[src/rtl/polarity_detect_pkg.sv]
package polarity_detect_pkg;

    // ----------------------------------------------------------------
    // encoder kinds
    // ----------------------------------------------------------------
    localparam logic ENC_INCREMENTAL = 1'h0;
    localparam logic ENC_ABSOLUTE    = 1'h1;

    // ----------------------------------------------------------------
    // polarity sensor option
    // ----------------------------------------------------------------
    localparam logic OPT_USE_SENSOR = 1'h0;
    localparam logic OPT_NO_SENSOR  = 1'h1;

    // ----------------------------------------------------------------
    // pin allocation codes for the detect request
    // ----------------------------------------------------------------
    localparam logic [3:0] ALLOC_UNUSED = 4'h0;
    localparam logic [3:0] ALLOC_ALWAYS = 4'h7;

    // ----------------------------------------------------------------
    // reset values and timing
    // ----------------------------------------------------------------
    localparam logic       RST_DONE      = 1'h0;
    localparam logic [7:0] RST_RUN_COUNT = 8'h00;
    localparam int         RUN_TIME_US   = 4;
    localparam int         CLOCK_MHZ     = 40;
    localparam int         RUN_CYCLES    = RUN_TIME_US * CLOCK_MHZ;

endpackage

[src/rtl/polarity_edge_detect.sv]
`timescale 1ns/1ps
`default_nettype none

module polarity_edge_detect (
    // clock and reset
    input  wire logic clock_i,
    input  wire logic rst_n_i,
    // level in, pulse out
    input  wire logic level_i,
    output logic      rise_o
);

    typedef struct packed {
        logic last;
        logic rise;
    } edge_state_t;

    edge_state_t state;
    edge_state_t next_state;

    always_comb begin
        next_state      = state;
        next_state.last = level_i;
        next_state.rise = level_i && !state.last;
    end

    always_ff @(posedge clock_i or negedge rst_n_i) begin
        if (!rst_n_i) begin
            state <= '0;
        end else begin
            state <= next_state;
        end
    end

    assign rise_o = state.rise;

endmodule

`default_nettype wire

[src/rtl/linear_motor_polarity_detect_seq.sv]
`timescale 1ns/1ps
`default_nettype none

module linear_motor_polarity_detect_seq #(
    parameter int RUN_CYCLES = polarity_detect_pkg::RUN_CYCLES
) (
    // clock and reset (reset models control power-up)
    input  wire logic       clock_i,
    input  wire logic       rst_n_i,
    // configuration
    input  wire logic       linear_motor_option_setting_i,
    input  wire logic       encoder_absolute_i,
    input  wire logic [3:0] input_pin_allocation_setting_i,
    input  wire logic       motorless_test_setting_i,
    input  wire logic       param_write_protect_i,
    // drive status
    input  wire logic       main_power_on_i,
    input  wire logic       hardwire_base_block_i,
    input  wire logic       alarm_other_i,
    input  wire logic       alarm_phase_disagree_i,
    input  wire logic       overtravel_i,
    input  wire logic       sensor_present_i,
    input  wire logic       abs_polarity_stored_i,
    // host signals
    input  wire logic       servo_on_i,
    input  wire logic       polarity_detect_request_i,
    input  wire logic       polarity_detect_utility_i,
    // motion engine handshake
    input  wire logic       detect_ok_i,
    // outputs
    output logic            motor_power_o,
    output logic            detect_running_o,
    output logic            polarity_valid_o,
    output logic            servo_ready_o,
    output logic            sensor_alarm_o,
    output logic            store_polarity_o
);

    // ----------------------------------------------------------------
    // state
    // ----------------------------------------------------------------
    typedef enum logic [2:0] {
        ST_IDLE = 3'h1,
        ST_RUN  = 3'h2,
        ST_ON   = 3'h4
    } seq_state_t;

    typedef struct packed {
        seq_state_t fsm;
        logic       done;
        logic [7:0] count;
        logic       from_tool;
        logic       main_last;
        logic       motor_power;
        logic       ready;
        logic       alarm;
        logic       store;
        logic       son_last;
        logic       valid_out;
        logic       running;
    } ctl_state_t;

    ctl_state_t state;
    ctl_state_t next_state;
    logic       req_rise;
    logic       utility_rise;
    logic       req_level;
    logic       precond;
    logic       valid;
    logic       start_son;
    logic       start_req;
    logic       start_tool;

    // ----------------------------------------------------------------
    // edge detectors
    // ----------------------------------------------------------------
    polarity_edge_detect req_edge (
        .clock_i (clock_i),
        .rst_n_i (rst_n_i),
        .level_i (req_level),
        .rise_o  (req_rise)
    );

    polarity_edge_detect util_edge (
        .clock_i (clock_i),
        .rst_n_i (rst_n_i),
        .level_i (polarity_detect_utility_i),
        .rise_o  (utility_rise)
    );

    // ----------------------------------------------------------------
    // trigger qualification
    // ----------------------------------------------------------------
    always_comb begin
        // unallocated pin has no effect; always-active follows main power
        req_level = (input_pin_allocation_setting_i == polarity_detect_pkg::ALLOC_ALWAYS)
                    ? main_power_on_i
                    : ((input_pin_allocation_setting_i != polarity_detect_pkg::ALLOC_UNUSED)
                       && polarity_detect_request_i);
        precond   = (linear_motor_option_setting_i == polarity_detect_pkg::OPT_NO_SENSOR)
                    && main_power_on_i && !hardwire_base_block_i
                    && !alarm_other_i
                    && !motorless_test_setting_i && !overtravel_i;
        // absolute encoder keeps stored polarity; incremental starts empty
        valid     = state.done
                    || (encoder_absolute_i && abs_polarity_stored_i);
        start_son  = servo_on_i && !state.son_last && !valid && !encoder_absolute_i;
        start_req  = req_rise && !valid && !encoder_absolute_i;
        start_tool = utility_rise && !param_write_protect_i;
    end

    // ----------------------------------------------------------------
    // sequencer
    // ----------------------------------------------------------------
    always_comb begin
        next_state           = state;
        next_state.store     = 1'h0;
        next_state.main_last = main_power_on_i;
        next_state.son_last  = servo_on_i && state.fsm == ST_IDLE && precond;
        // sensor option with no sensor fitted flags an alarm after restart
        next_state.alarm     = state.alarm
                               || ((linear_motor_option_setting_i
                                    == polarity_detect_pkg::OPT_USE_SENSOR)
                                   && !sensor_present_i);
        case (state.fsm)
            ST_IDLE: begin
                next_state.motor_power = 1'h0;
                next_state.ready       = 1'h0;
                if (precond && (start_son || start_req || start_tool)) begin
                    next_state.fsm         = ST_RUN;
                    next_state.motor_power = 1'h1;
                    next_state.count       = polarity_detect_pkg::RST_RUN_COUNT;
                    next_state.from_tool   = start_tool;
                end else if (valid && servo_on_i && precond
                             && linear_motor_option_setting_i
                                == polarity_detect_pkg::OPT_NO_SENSOR) begin
                    next_state.fsm         = ST_ON;
                    next_state.motor_power = 1'h1;
                    next_state.ready       = 1'h1;
                end
            end
            ST_RUN: begin
                if (!main_power_on_i || hardwire_base_block_i || alarm_other_i
                    || overtravel_i) begin
                    next_state.fsm         = ST_IDLE;
                    next_state.motor_power = 1'h0;
                end else if (detect_ok_i
                             || state.count == 8'(RUN_CYCLES - 1)) begin
                    next_state.done  = 1'h1;
                    next_state.store = encoder_absolute_i;
                    next_state.ready = 1'h1;
                    next_state.fsm   = ST_ON;
                end else begin
                    next_state.count = state.count + 8'h01;
                end
            end
            ST_ON: begin
                // tool runs drop the servo afterwards unless servo-on is held
                if (!servo_on_i && !(!state.from_tool && req_level)) begin
                    next_state.fsm         = ST_IDLE;
                    next_state.motor_power = 1'h0;
                    next_state.ready       = 1'h0;
                end
                if (hardwire_base_block_i || alarm_other_i || !main_power_on_i) begin
                    next_state.fsm         = ST_IDLE;
                    next_state.motor_power = 1'h0;
                    next_state.ready       = 1'h0;
                end
            end
            default: begin
                next_state.fsm = ST_IDLE;
            end
        endcase
        next_state.running   = (next_state.fsm == ST_RUN);
        // valid shows together with ready at the completing edge
        next_state.valid_out = next_state.done
                               || (encoder_absolute_i && abs_polarity_stored_i);
    end

    always_ff @(posedge clock_i or negedge rst_n_i) begin
        if (!rst_n_i) begin
            state       <= '0;
            state.fsm   <= ST_IDLE;
            state.done  <= polarity_detect_pkg::RST_DONE;
            state.count <= polarity_detect_pkg::RST_RUN_COUNT;
        end else begin
            state <= next_state;
        end
    end

    // ----------------------------------------------------------------
    // output flops
    // ----------------------------------------------------------------
    assign motor_power_o    = state.motor_power;
    assign detect_running_o = state.running;
    assign polarity_valid_o = state.valid_out;
    assign servo_ready_o    = state.ready;
    assign sensor_alarm_o   = state.alarm;
    assign store_polarity_o = state.store;

endmodule

`default_nettype wire

[config.mk]
export PLATFORM = sky130hd
export DESIGN_NAME = linear_motor_polarity_detect_seq
export DESIGN_NICKNAME = d
export VERILOG_FILES = /design/src/rtl/polarity_detect_pkg.sv /design/src/rtl/polarity_edge_detect.sv /design/src/rtl/linear_motor_polarity_detect_seq.sv
export SDC_FILE = /design/constraint.sdc
export NUM_CORES = 1
export LEC_CHECK = 0
export BUFFER_PORTS_ARGS = -buffer_cell sky130_fd_sc_hd__buf_2
export CELL_PAD_IN_SITES_DETAIL_PLACEMENT = 2
export CELL_PAD_IN_SITES_GLOBAL_PLACEMENT = 2
export CORE_MARGIN = 1.5
export CORE_UTILIZATION = 35
export DETAILED_ROUTE_END_ITERATION = 12
export MAX_ROUTING_LAYER = met4
export PLACE_DENSITY = 0.8
export SLEW_MARGIN = 20
export SYNTH_ARGS = -nofsm -noshare
export SYNTH_HDL_FRONTEND = slang
export SYNTH_SLANG_ARGS = --single-unit
[constraint.sdc]
create_clock -name clock_i -period 5.3 [get_ports clock_i]
set_input_delay 1.06 -clock clock_i [delete_from_list [all_inputs] [get_ports clock_i]]
set_output_delay 1.06 -clock clock_i [all_outputs]
set_load 0.01 [all_outputs]
==> results_dict.tcl <==
set metrics [dict create \
    status "completed" \
    yosysUniqueCellTypes 40 \
    post-route-min-period_ps 2560 \
    drc 0 \
    drv_slew 0 \
    drtAntennaViolNets 0 \
    start_kind "input pin" \
    clock_sinks 24 \
    clock_tree.buffer_depth 2 \
    grt_antenna_before_repair 0 \
    die_x_um 60.7 \
    largest_register_ffs 14 \
    cts_resized 0 \
    ys_ff_latch 24 \
    ys.flop_type "dfrtp_1" \
    setup_viol 0 \
    ir_drop_v 0.000111 \
    dieArea_mm2 0.00369 \
    net-switching-power_mw 0.0699 \
    synth_common_cells "dfrtp_1, nor2_1, nand2_1, xor2_1, nand2b_1" \
    seq_area_frac_synth_pct 51.6 \
    num-fill-cells 367 \
    drtPass1Iterations 4 \
    track_usage_pct 18.4 \
    instances_no_fill 182 \
    critPathSlowestCell "or4b_1" \
    grt_pass1_vias 1004 \
    core_area_mm2 0.00310 \
    arrival_ps 2750 \
    dp_worst_setup_slack_ps 2400 \
    cts_hold_buffers 0 \
    critPathMaxFanout 10 \
    place_area_mm2 0.00134 \
    synthArstFlopShare_pct 100 \
    route.detailed.wl_per_inst_um 15.1 \
    worstPathRequired_ps 5490 \
    rows 20 \
    synthTopCellsByArea "dfrtp_1, xor2_1, nor2_1" \
    ios 27 \
    finalWeightedCongestion 0.741 \
    max_slew_margin_pct 56.0 \
    syn_area_mm2 0.00117 \
    worst_slew_pin_slew_ps 655 \
    critPathCaptureType "flop" \
    wl_um 2750 \
    cts_tree "done" \
    viasPerCell 5.14 \
    htree_num_levels 1 \
    synth_top_cell_by_area "dfrtp_1" \
    grt_overflow 0 \
    nets 161 \
    syn_area_per_cell_um2 10.5 \
    max_stage_delay_ps 640 \
    cap_violations 0 \
    p_clk_share_pct 26.9 \
    max_freq_ghz 0.391 \
    drt_iter0_drc 21 \
    port_buffers 25 \
    synth_top_area_share_pct 49.4 \
    clockRootBuffer "clkbuf_4" \
    placedCellCount 178 \
    power.leakage_nw 0.661 \
    largest-register "state" \
    pwr-share-seq_pct 63.8 \
    timing.final.ws_setup_ps 2740 \
    route.vias.total 936 \
    clock_latency_ps 300 \
    period_share_pct 48.2 \
    fp.dieH_um 60.7 \
    grt_max_degree 25 \
    critical_path_class "input pin to flop" \
    synth-edff-count 0 \
    diodes 0 \
    synth_nets 133 \
    swShare_pct 23.3 \
    syn_to_final_growth_pct 17.0 \
    drive_gt1_share_pct 26.1 \
    rsz0062_at_grt "false" \
    stdcell_area_mm2 0.00136 \
    cts_setup_buffers 0 \
    hpwl_um 2240 \
    start_util_pct 37.6 \
    path_buf_inv 1 \
    numCtsBuffers 3 \
    pwr_density_cell_mw_per_mm2 220 \
    crit_family "simple AND/OR/NAND/NOR gates" \
    fin_util_pct 44.0 \
    finalPower_mw 0.300 \
    grt_pass1_wl_um 4820 \
    intPower_mw 0.230 \
    hold_path_class "flop to flop" \
    clk_pin_slew_ps 130 \
    path_cells "buf_2, or4b_1, a211oi_2, nand4_1, xor2_1, nor2_1" \
    syn_inst 111 \
    worst_clock_skew_ps 5.68 \
    finalHoldViolCount 0 \
    setup_tns_ps 0 \
    holdWs_ps 419 \
    yosysWarningCount 0 \
    synth.most_common_cell "dfrtp_1" \
    pwr-share-comb_pct 9.3 \
]
-- path summary, 6_finish.rpt --
| kind | startpoint | to | slack, ps | cells after the start |
|---|---|---|---|---|
| max | hardwire_base_block_i | state[15]$_DFFE_PN0P_ | 2740 | 6 |
| min | util_edge.state[1]$_DFF_PN0_ | util_edge.rise_o$_DFF_PN0_ | 420 | 1 |
| max reg2reg | state[20]$_DFF_PN0_ | state[15]$_DFFE_PN0P_ | 3200 | 5 |
| min reg2reg | util_edge.state[1]$_DFF_PN0_ | util_edge.rise_o$_DFF_PN0_ | 420 | 1 |
| max in group asynchronous | rst_n_i | state[18]$_DFF_PN1_ | 4220 | 1 |
| min in group asynchronous | rst_n_i | state[17]$_DFF_PN0_ | 710 | 1 |
-- power by group through the flow --
stage	registers [mW]	logic, mW	clock network [mW]
floorplan	0.194	0.0125	0
global placement	0.195	0.0267	0
detailed placement	0.195	0.0284	0
CTS	0.192	0.0286	0.0853
global route	0.192	0.0322	0.0919
finish	0.192	0.0278	0.0808
-- layout make-up --
class                      instances  area [um2]  share of cell area [%]
timing repair buffer              25         125                    9.17
tap                               44        55.1                    4.04
inverter                           4        15.0                    1.10
multi-input combinational         81         541                    39.6
sequential                        24         602                    44.1
clock buffer                       4        26.3                    1.93
-- worst reg2reg max path: cells and delay by family, from the launching register on --
family,cells,cell delay [ps]
simple gates,3,810
compound gates,1,550
flops,1,460
xor+xnor,1,160
-- per-layer routing --
layer	share of wire, %	GRT usage [%]	routed length [um]	up-vias
met5	0	-	0	-
met4	0.51	4.66	14	0
met3	2.0	2.56	55	2
met2	54	31.3	1480	9
met1	44	23.1	1200	479
li1	-	-	-	446
-- cell usage in the layout (no fill, tap or decap), drive strengths merged, types with 2 or more instances in the layout --
cell | synthesis | final
a21oi | 3 | 3
and2 | 2 | 2
buf | 1 | 25
clkbuf | 1 | 4
dfrtp | 23 | 23
inv | 4 | 4
mux2i | 2 | 2
nand2 | 9 | 9
nand2b | 5 | 5
nand3 | 3 | 3
nand3b | 2 | 2
nand4 | 3 | 3
nor2 | 13 | 13
nor2b | 3 | 3
nor3b | 3 | 3
o21ai | 4 | 4
or2 | 2 | 2
or4b | 3 | 3
xor2 | 6 | 6
-- kinds of logic after synthesis --
| kind of cell | synth area share, % |
|---|---|
| XOR/XNOR | 4.51 |
| AND/OR/NAND/NOR | 28.0 |
| flip-flops | 51.6 |
| buffers and inverters | 2.04 |
| multiplexers | 1.72 |
| AO/OA/AOI/OAI | 11.1 |
| adder cells (fa/ha/maj) | 1.07 |
Power figures use the tool's default switching activity.
